**config.mk**
```make
export PLATFORM = sky130hd
export DESIGN_NAME = tic_transceive_irq_control
export DESIGN_NICKNAME = d
export VERILOG_FILES = /design/src/verilog/tic_pkg.sv /design/src/verilog/tic_transceive_irq_control.sv
export SDC_FILE = /design/constraint.sdc
export NUM_CORES = 1
export LEC_CHECK = 0
export ABC_AREA = 0
export BUFFER_PORTS_ARGS = -buffer_cell sky130_fd_sc_hd__buf_2
export CAP_MARGIN = 20
export CELL_PAD_IN_SITES_DETAIL_PLACEMENT = 1
export CELL_PAD_IN_SITES_GLOBAL_PLACEMENT = 2
export CORE_MARGIN = 3
export CORE_UTILIZATION = 28
export CTS_CLUSTER_DIAMETER = 150
export DETAILED_ROUTE_END_ITERATION = 16
export PLACE_DENSITY_LB_ADDON = 0.1
export SLEW_MARGIN = 20
export SYNTH_ARGS = -nofsm -noshare
export SYNTH_HDL_FRONTEND = slang
export SYNTH_SLANG_ARGS = --single-unit
export TNS_END_PERCENT = 100
```
**constraint.sdc**
```tcl
create_clock -name clk -period 1.9 [get_ports clk]
set_input_delay 0.285 -clock clk [delete_from_list [all_inputs] [get_ports clk]]
set_output_delay 0.285 -clock clk [all_outputs]
set_load 0.01 [all_outputs]
```
**src/verilog/tic_pkg.sv**
```systemverilog
/*
 * Constants shared by the transceive and interrupt-flag control block.
 * Assumes register indices as delivered by the host serial command decoder.
 */
package tic_pkg;
    // Register indices on the internal register port.
    localparam logic [6:0] IRQ_ENABLE_IDX = 7'h01;
    localparam logic [6:0] IRQ_STATUS_IDX = 7'h02;
    localparam logic [6:0] INTERRUPT_FLAG_CLEAR_IDX = 7'h03;
    localparam logic [6:0] TRANSCEIVE_CONTROL_IDX = 7'h04;

    // Field positions of the transceive control register.
    localparam int TRIG_SEL_LSB = 4;
    localparam int TRIG_SEL_W = 6;
    localparam int SKIP_SEND_BIT = 3;
    localparam int BYTE_PER_FRAME_BIT = 2;
    localparam int AUTO_REARM_BIT = 1;
    localparam int INITIATOR_BIT = 0;
    localparam logic [9:0] CTRL_MASK = 10'h3FF;
    localparam logic [9:0] CTRL_RESET = 10'h000;

    // Interrupt flag layout.
    localparam int FLAG_W = 20;
    localparam int FSM_TRANSITION_FLAG_BIT = 5;
    localparam logic [19:0] FLAG_RESET = 20'h00000;
    localparam logic [19:0] ENABLE_FIXED_ONES = 20'hE0000;
    localparam logic [19:0] ENABLE_WRITE_MASK = 20'h1FFFF;

    // Transceive states, Gray coded along the usual path.
    typedef enum logic [2:0] {
        TIC_IDLE = 3'h0,
        TIC_PRE_SEND_WAIT = 3'h1,
        TIC_SENDING = 3'h3,
        TIC_PRE_LISTEN_WAIT = 3'h2,
        TIC_AWAITING_FRAME = 3'h6,
        TIC_RECEIVING = 3'h7,
        TIC_RX_CLOSE = 3'h5
    } tic_state_e;
endpackage

```
**src/verilog/tic_transceive_irq_control.sv**
```systemverilog
/*
 * Transceive control register, interrupt flag clear register, interrupt
 * flags with their enables, the transceive state machine and the receive
 * buffer writer.
 * Assumes the host serial command decoder presents one-cycle register
 * read and write strobes with a word index, and that the radio front end
 * presents its events as one-cycle pulses synchronous to clk.
 */
// What this block does
// - Clear bits 19..17 reset their flags.
// - Clear bits 16..14 reset their flags.
// - Clear bits 10..6 reset field flags.
// - Clear bits 5..0 reset transceive flags.
// - Six select bits enable state events.
// - Low select bits: idle, pre-send, sending.
// - High select bits: pre-listen, awaiting, receiving.
// - Skip-send suppresses the triggered transmission.
// - Entering pre-listen wait clears skip-send.
// - Byte-per-frame sends each byte framed.
// - Encoder pauses until next start trigger.
// - Auto-rearm re-enables receiver after frames.
// - Auto-rearm stores a status byte per frame.
// - Auto-rearm frames word aligned, padded with zero bytes.
// - Initiator bit selects polling-side operation.
// - Transceive starts sending or listening, loops.
// - State event reaches pin only when enabled.
module tic_transceive_irq_control #(
    parameter int BUF_ADDR_W = 9
) (
    input wire logic clk,
    input wire logic resetn,
    input wire logic reg_wr,
    input wire logic reg_rd,
    input wire logic [6:0] reg_idx,
    input wire logic [31:0] reg_wdata,
    output logic [31:0] reg_rdata,
    input wire logic [19:0] flag_event,
    input wire logic cmd_transceive,
    input wire logic cmd_stop,
    input wire logic send_trigger,
    input wire logic guard_expired,
    input wire logic tx_byte_done,
    input wire logic tx_last_byte,
    input wire logic listen_wait_done,
    input wire logic rx_frame_start,
    input wire logic rx_byte_valid,
    input wire logic [7:0] rx_byte,
    input wire logic rx_frame_end,
    input wire logic [7:0] rx_frame_status,
    output logic irq,
    output logic [2:0] fsm_state,
    output logic tx_frame_go,
    output logic tx_paused,
    output logic tx_single_byte,
    output logic rx_enable,
    output logic buf_we,
    output logic [BUF_ADDR_W-1:0] buf_addr,
    output logic [7:0] buf_wdata
);
    initial begin
        if (BUF_ADDR_W < 2 || BUF_ADDR_W > 16) begin
            $error("BUF_ADDR_W must lie between 2 and 16");
        end
    end

    logic [9:0] ctrl_reg;
    logic [19:0] enable_reg;
    logic [19:0] flag_reg;
    tic_pkg::tic_state_e state_reg;
    tic_pkg::tic_state_e state_next;
    logic tx_paused_reg;
    logic [BUF_ADDR_W-1:0] ptr_reg;
    logic status_pending_reg;
    logic skip_clear;
    logic state_event;
    logic wr_ctrl;
    logic wr_enable;
    logic wr_clear;
    logic [19:0] clear_bits;

    // Maps a state onto its bit in the state-select field, or none.
    function automatic logic [5:0] state_select_bit(input tic_pkg::tic_state_e s);
        case (s)
            tic_pkg::TIC_IDLE: state_select_bit = 6'h01;
            tic_pkg::TIC_PRE_SEND_WAIT: state_select_bit = 6'h02;
            tic_pkg::TIC_SENDING: state_select_bit = 6'h04;
            tic_pkg::TIC_PRE_LISTEN_WAIT: state_select_bit = 6'h08;
            tic_pkg::TIC_AWAITING_FRAME: state_select_bit = 6'h10;
            tic_pkg::TIC_RECEIVING: state_select_bit = 6'h20;
            default: state_select_bit = 6'h00;
        endcase
    endfunction

    // Register write decode; clear bits act only in the write cycle.
    assign wr_ctrl = reg_wr && (reg_idx == tic_pkg::TRANSCEIVE_CONTROL_IDX);
    assign wr_enable = reg_wr && (reg_idx == tic_pkg::IRQ_ENABLE_IDX);
    assign wr_clear = reg_wr && (reg_idx == tic_pkg::INTERRUPT_FLAG_CLEAR_IDX);
    assign clear_bits = wr_clear ? reg_wdata[19:0] : 20'h00000;

    // Next state of the transceive cycle; stop always wins.
    always_comb begin
        state_next = state_reg;
        case (state_reg)
            tic_pkg::TIC_IDLE: begin
                if (cmd_transceive) begin
                    if (ctrl_reg[tic_pkg::INITIATOR_BIT]) begin
                        state_next = tic_pkg::TIC_PRE_SEND_WAIT;
                    end else begin
                        state_next = tic_pkg::TIC_PRE_LISTEN_WAIT;
                    end
                end
            end
            tic_pkg::TIC_PRE_SEND_WAIT: begin
                if (guard_expired && send_trigger) begin
                    if (ctrl_reg[tic_pkg::SKIP_SEND_BIT]) begin
                        state_next = tic_pkg::TIC_PRE_LISTEN_WAIT;
                    end else begin
                        state_next = tic_pkg::TIC_SENDING;
                    end
                end
            end
            tic_pkg::TIC_SENDING: begin
                if (tx_byte_done && tx_last_byte) begin
                    state_next = tic_pkg::TIC_PRE_LISTEN_WAIT;
                end
            end
            tic_pkg::TIC_PRE_LISTEN_WAIT: begin
                if (listen_wait_done) begin
                    state_next = tic_pkg::TIC_AWAITING_FRAME;
                end
            end
            tic_pkg::TIC_AWAITING_FRAME: begin
                if (rx_frame_start) begin
                    state_next = tic_pkg::TIC_RECEIVING;
                end
            end
            tic_pkg::TIC_RECEIVING: begin
                if (rx_frame_end) begin
                    if (ctrl_reg[tic_pkg::AUTO_REARM_BIT]) begin
                        state_next = tic_pkg::TIC_RX_CLOSE;
                    end else begin
                        state_next = tic_pkg::TIC_PRE_SEND_WAIT;
                    end
                end
            end
            tic_pkg::TIC_RX_CLOSE: begin
                if (!status_pending_reg && ptr_reg[1:0] == 2'h0) begin
                    state_next = tic_pkg::TIC_AWAITING_FRAME;
                end
            end
            default: state_next = tic_pkg::TIC_IDLE;
        endcase
        if (cmd_stop) begin
            state_next = tic_pkg::TIC_IDLE;
        end
    end

    // Entry into a selected state raises the transition event.
    assign state_event = (state_next != state_reg) &&
        |(state_select_bit(state_next) & ctrl_reg[tic_pkg::TRIG_SEL_LSB +: tic_pkg::TRIG_SEL_W]);
    assign skip_clear = (state_next == tic_pkg::TIC_PRE_LISTEN_WAIT) &&
        (state_reg != tic_pkg::TIC_PRE_LISTEN_WAIT);

    // State register.
    always_ff @(posedge clk or negedge resetn) begin
        if (!resetn) begin
            state_reg <= tic_pkg::TIC_IDLE;
        end else begin
            state_reg <= state_next;
        end
    end

    // Transceive control register; hardware clears skip-send on entry.
    always_ff @(posedge clk or negedge resetn) begin
        if (!resetn) begin
            ctrl_reg <= tic_pkg::CTRL_RESET;
        end else begin
            if (wr_ctrl) begin
                ctrl_reg <= reg_wdata[9:0] & tic_pkg::CTRL_MASK;
            end
            if (skip_clear) begin
                ctrl_reg[tic_pkg::SKIP_SEND_BIT] <= 1'b0;
            end
        end
    end

    // Interrupt enable register; the three error enables are fixed on.
    always_ff @(posedge clk or negedge resetn) begin
        if (!resetn) begin
            enable_reg <= tic_pkg::FLAG_RESET;
        end else if (wr_enable) begin
            enable_reg <= reg_wdata[19:0] & tic_pkg::ENABLE_WRITE_MASK;
        end
    end

    // Sticky flags: a one clears its flag, a new event beats the clear.
    always_ff @(posedge clk or negedge resetn) begin
        if (!resetn) begin
            flag_reg <= tic_pkg::FLAG_RESET;
        end else begin
            flag_reg <= (flag_reg & ~clear_bits) | flag_event;
            if (state_event) begin
                flag_reg[tic_pkg::FSM_TRANSITION_FLAG_BIT] <= 1'b1;
            end
        end
    end

    // Interrupt pin: a flag reaches it only through its enable.
    always_ff @(posedge clk or negedge resetn) begin
        if (!resetn) begin
            irq <= 1'b0;
        end else begin
            irq <= |(flag_reg & (enable_reg | tic_pkg::ENABLE_FIXED_ONES));
        end
    end

    // Register read data; the clear register reads as zero.
    always_ff @(posedge clk or negedge resetn) begin
        if (!resetn) begin
            reg_rdata <= 32'h00000000;
        end else if (reg_rd) begin
            case (reg_idx)
                tic_pkg::IRQ_ENABLE_IDX: reg_rdata <= {12'h000, enable_reg | tic_pkg::ENABLE_FIXED_ONES};
                tic_pkg::IRQ_STATUS_IDX: reg_rdata <= {12'h000, flag_reg};
                tic_pkg::TRANSCEIVE_CONTROL_IDX: reg_rdata <= {22'h000000, ctrl_reg};
                default: reg_rdata <= 32'h00000000;
            endcase
        end
    end

    // Byte-per-frame pause: after each byte the encoder waits for a trigger.
    always_ff @(posedge clk or negedge resetn) begin
        if (!resetn) begin
            tx_paused_reg <= 1'b0;
        end else if (state_next != tic_pkg::TIC_SENDING) begin
            tx_paused_reg <= 1'b0;
        end else if (tx_paused_reg && send_trigger) begin
            tx_paused_reg <= 1'b0;
        end else if (tx_byte_done && ctrl_reg[tic_pkg::BYTE_PER_FRAME_BIT]) begin
            tx_paused_reg <= 1'b1;
        end
    end

    // Encoder controls: a frame starts on entry or on resume after a pause.
    always_ff @(posedge clk or negedge resetn) begin
        if (!resetn) begin
            tx_frame_go <= 1'b0;
            tx_single_byte <= 1'b0;
            rx_enable <= 1'b0;
            fsm_state <= 3'h0;
        end else begin
            tx_frame_go <= (state_next == tic_pkg::TIC_SENDING) &&
                ((state_reg != tic_pkg::TIC_SENDING) || (tx_paused_reg && send_trigger));
            tx_single_byte <= ctrl_reg[tic_pkg::BYTE_PER_FRAME_BIT];
            rx_enable <= (state_next == tic_pkg::TIC_AWAITING_FRAME) ||
                (state_next == tic_pkg::TIC_RECEIVING);
            fsm_state <= state_next;
        end
    end
    assign tx_paused = tx_paused_reg;

    // Status byte owed at the end of each frame in auto-rearm operation.
    always_ff @(posedge clk or negedge resetn) begin
        if (!resetn) begin
            status_pending_reg <= 1'b0;
        end else if (state_reg == tic_pkg::TIC_RECEIVING && state_next == tic_pkg::TIC_RX_CLOSE) begin
            status_pending_reg <= 1'b1;
        end else if (state_reg == tic_pkg::TIC_RX_CLOSE || state_next == tic_pkg::TIC_IDLE) begin
            status_pending_reg <= 1'b0;
        end
    end

    // Buffer writer: data bytes, then status byte, then zero padding.
    always_ff @(posedge clk or negedge resetn) begin
        if (!resetn) begin
            ptr_reg <= '0;
            buf_we <= 1'b0;
            buf_addr <= '0;
            buf_wdata <= 8'h00;
        end else begin
            buf_we <= 1'b0;
            if (state_reg == tic_pkg::TIC_IDLE && cmd_transceive) begin
                ptr_reg <= '0;
            end else if (state_reg == tic_pkg::TIC_RECEIVING && rx_byte_valid) begin
                buf_we <= 1'b1;
                buf_addr <= ptr_reg;
                buf_wdata <= rx_byte;
                ptr_reg <= ptr_reg + 1'b1;
            end else if (state_reg == tic_pkg::TIC_RX_CLOSE && status_pending_reg) begin
                buf_we <= 1'b1;
                buf_addr <= ptr_reg;
                buf_wdata <= rx_frame_status;
                ptr_reg <= ptr_reg + 1'b1;
            end else if (state_reg == tic_pkg::TIC_RX_CLOSE && ptr_reg[1:0] != 2'h0) begin
                buf_we <= 1'b1;
                buf_addr <= ptr_reg;
                buf_wdata <= 8'h00;
                ptr_reg <= ptr_reg + 1'b1;
            end
        end
    end
endmodule
```
==> flow_summary.toml <==
[die]
fp.dieH_um = 135.0
die_x_um = 135.0
pin_count = 147
core.rowCount = 46
dieArea_um2 = 18220
coreArea_um2 = 16060
start_util_pct = 29.00

[synthesis]
synth_top_area_cell = "dfrtp_1"
syn_avg_cell_area_um2 = 10.76
yosys_warnings = 0
synth_mux_area_share_pct = 7.174
synthAdderAreaFrac_pct = 0.5373
synth-simple-area-share_pct = 13.89
async_reset_ff_share_pct = 100.0
synth_edf_count = 0
synth_top_area_share_pct = 55.35
synth_xor_area_share_pct = 1.316
synthesis.instances = 433
synth_compound_area_share_pct = 16.63
synth_cell_type_count = 53
ys_top_cells_by_area = "dfrtp_1 55%, nand2_1 5.2%, mux2_2 4.1%"
ys_ff_latch = 103
synth_top_family_by_area = "compound AO/OA/AOI/OAI gates"
netlist_area_um2 = 4657
synthFlopType = "dfrtp_1"
ys_seq_area_share_pct = 55.35

[timing]
fin_hold_ws_ns = 0.1048
clock.fmax_mhz = 499.2
min_period_over_period_pct = 105.4
final_hold_viol_count = 0
setup_violations = 3
worst_slack_ns = -0.1034
report.final.slew_viol_count = 0
period_minus_slack_ns = 2.003
rsz0062_at_grt = "true"
finalClockSkew_ns = 0.006252

[clock_network]
clk_latency_ns = 0.35
clockBufferDepth = 2
clock-sinks = 103
clk_pin_slew_ns = 0.07
root_buffer = "clkbuf_16"
htreeDepth = 3
cts_tree = "built"
numCtsBuffers = 9

[detailed_routing]
wire_per_inst_um = 17.14
ant_nets = 0
drt_iter0_drc = 182
num_vias = 3934
vias_per_cell = 4.792
dr.pass1.iters = 5
drt-total-wl_mm = 14.08
drc = 0

[setup_path]
crit_arrival_ns = 2.25
end_kind = "register"
critPathRequiredTime_ns = 2.14
r2r_start = "fsm_state[0]$_DFF_PN0_"
critPathLaunchType = "register"
critPathKind = "register to register"
startpoint = "fsm_state[0]$_DFF_PN0_"
crit_path_max_fanout = 4

[grt]
grt_pass1_wl_mm = 22.85
overflow = 0
antenna_found_initial = 0
grt_pass1_vias = 4249
groute.usage.overall_pct = 16.07
grt_max_degree = 48

[placement]
portBuffers = 122
dp_hpwl_mm = 10.50
place_congestion = 0.7595
dpl_cell_area_um2 = 5838

[power]
irDropWorstVdd_mv = 0.4549
p_int_mw = 3.781
netSwitchingFraction_pct = 23.25
p_leak_nw = 3.004
combPwrFrac_pct = 10.6
powerDensity_nw_per_um2 = 779.5
clkPwrFrac_pct = 42.0
total_power_mw = 4.926
pwr-share-seq_pct = 47.4
p_sw_mw = 1.145

[hold_path]
holdCritStartpoint = "flag_event[8]"
min_path_type = "input pin to register"

[outcome]
violations = "setup timing"
status = "finished, violations left"

[layout]
antenna_cells = 0
fin_util_pct = 39.36
post_route_cells_drive_above_1_share_pct = 40.66
area_delta_synth_final_pct = 35.71
nets = 692
postLayoutCellArea_um2 = 6320

[flow_run]
maxCapViolCount = 0
## metrics by stage
step | TNS, ns | worst slack (ns) | instances
2_1_floorplan | -0.1892 | -0.03081 | 444
3_3_place_gp | -6.736 | -0.1691 | 798
3_5_place_dp | -8.193 | -0.1956 | 798
4_1_cts | -0.3863 | -0.1502 | 818
5_1_grt | -0.5626 | -0.1959 | 821
6_report | -0.1940 | -0.1034 | 821
## cell type report
class                      instances  area [um2]
clock buffer                      12       266.5
tap                              216       270.3
multi-input combinational        294        2003
inverter                          15       58.81
sequential                       103        2580
timing repair buffer             178        1076
fill                            1799        9738
clock inverter                     3       65.06
## cells by family (layout without fill, tap and decap cells)
logic type	count (synthesis)	after routing
other	1	12
XOR/XNOR	7	7
multiplexers	30	30
adder cells (fa/ha/maj)	2	2
buffers and inverters	47	208
flip-flops	103	103
AND/OR/NAND/NOR	130	130
AO/OA/AOI/OAI	113	113
## power groups by stage
stage / combinational [mW] / sequential [mW] / clock (mW)
after global placement: 0.484 / 2.37 / 0
after global routing: 0.576 / 2.34 / 2.25
after floorplan: 0.216 / 2.37 / 0
after CTS: 0.510 / 2.33 / 2.14
after detailed placement: 0.494 / 2.38 / 0
final: 0.521 / 2.33 / 2.07
## repair_timing
action	CTS	global route
endpoints found under the hold margin	26	0
resized for setup	12	16
buffers inserted	4	3
hold buffers	1	0
setup endpoints to repair	27	22
cloned	0	0
pin swaps	7	5
## placed cells by master (no fill, tap or decap), types with 10 or more instances in the layout
master and n:
dfrtp_1 101, a21oi_1 23, inv_1 12, a22oi_1 10, buf_4 51, a222oi_1 12, conb_1 12, a21o_1 20
mux2_2 17, nand2_1 64, nor2_1 29, o22ai_1 10, o21ai_0 17, buf_2 121
## path summary, 6_finish.rpt
| kind | end | slack (ns) | depth (start not counted) |
|---|---|---|---|
| worst max-delay path | flag_reg[5]$_DFF_PN0_ | -0.10 | 9 |
| worst min-delay path | flag_reg[8]$_DFF_PN0_ | 0.10 | 2 |
| worst max register to register | flag_reg[5]$_DFF_PN0_ | -0.10 | 9 |
| worst min register to register | buf_addr[6]$_DFFE_PN0P_ | 0.47 | 2 |
| max in group asynchronous | flag_reg[15]$_DFF_PN0_ | 0.88 | 3 |
| min in group asynchronous | buf_wdata[4]$_DFFE_PN0P_ | 0.41 | 2 |
## worst max-delay path, stage by stage, from the launching register on
cell and delay, ns:
dfrtp_1 0.41, buf_6 0.13, nor4b_4 0.23, a222oi_1 0.14
buf_4 0.16, buf_6 0.11, a211oi_4 0.28, xnor2_1 0.17
nand3_1 0.09, o22a_1 0.17
## cells in the mapped netlist (6+ instances only)
cell and number:
buf_4 12, nor2_1 30, a21oi_1 24, nand2_1 65
dfrtp_1 103, mux2_2 17, clkbuf_1 9, nand4_1 6
buf_2 10, a22oi_1 10, o21ai_0 19, inv_1 14
a222oi_1 12, a21o_1 20, o22ai_1 10, mux2_1 10
## routing by layer
metal	vias up	track usage (%)	share of wire, %
li1	1854	-	-
met5	-	0	0
met2	96	26.74	50
met3	12	4.098	4.4
met4	0	4.199	1.3
met1	1972	20.98	44
(Power assumes the default switching activity.)
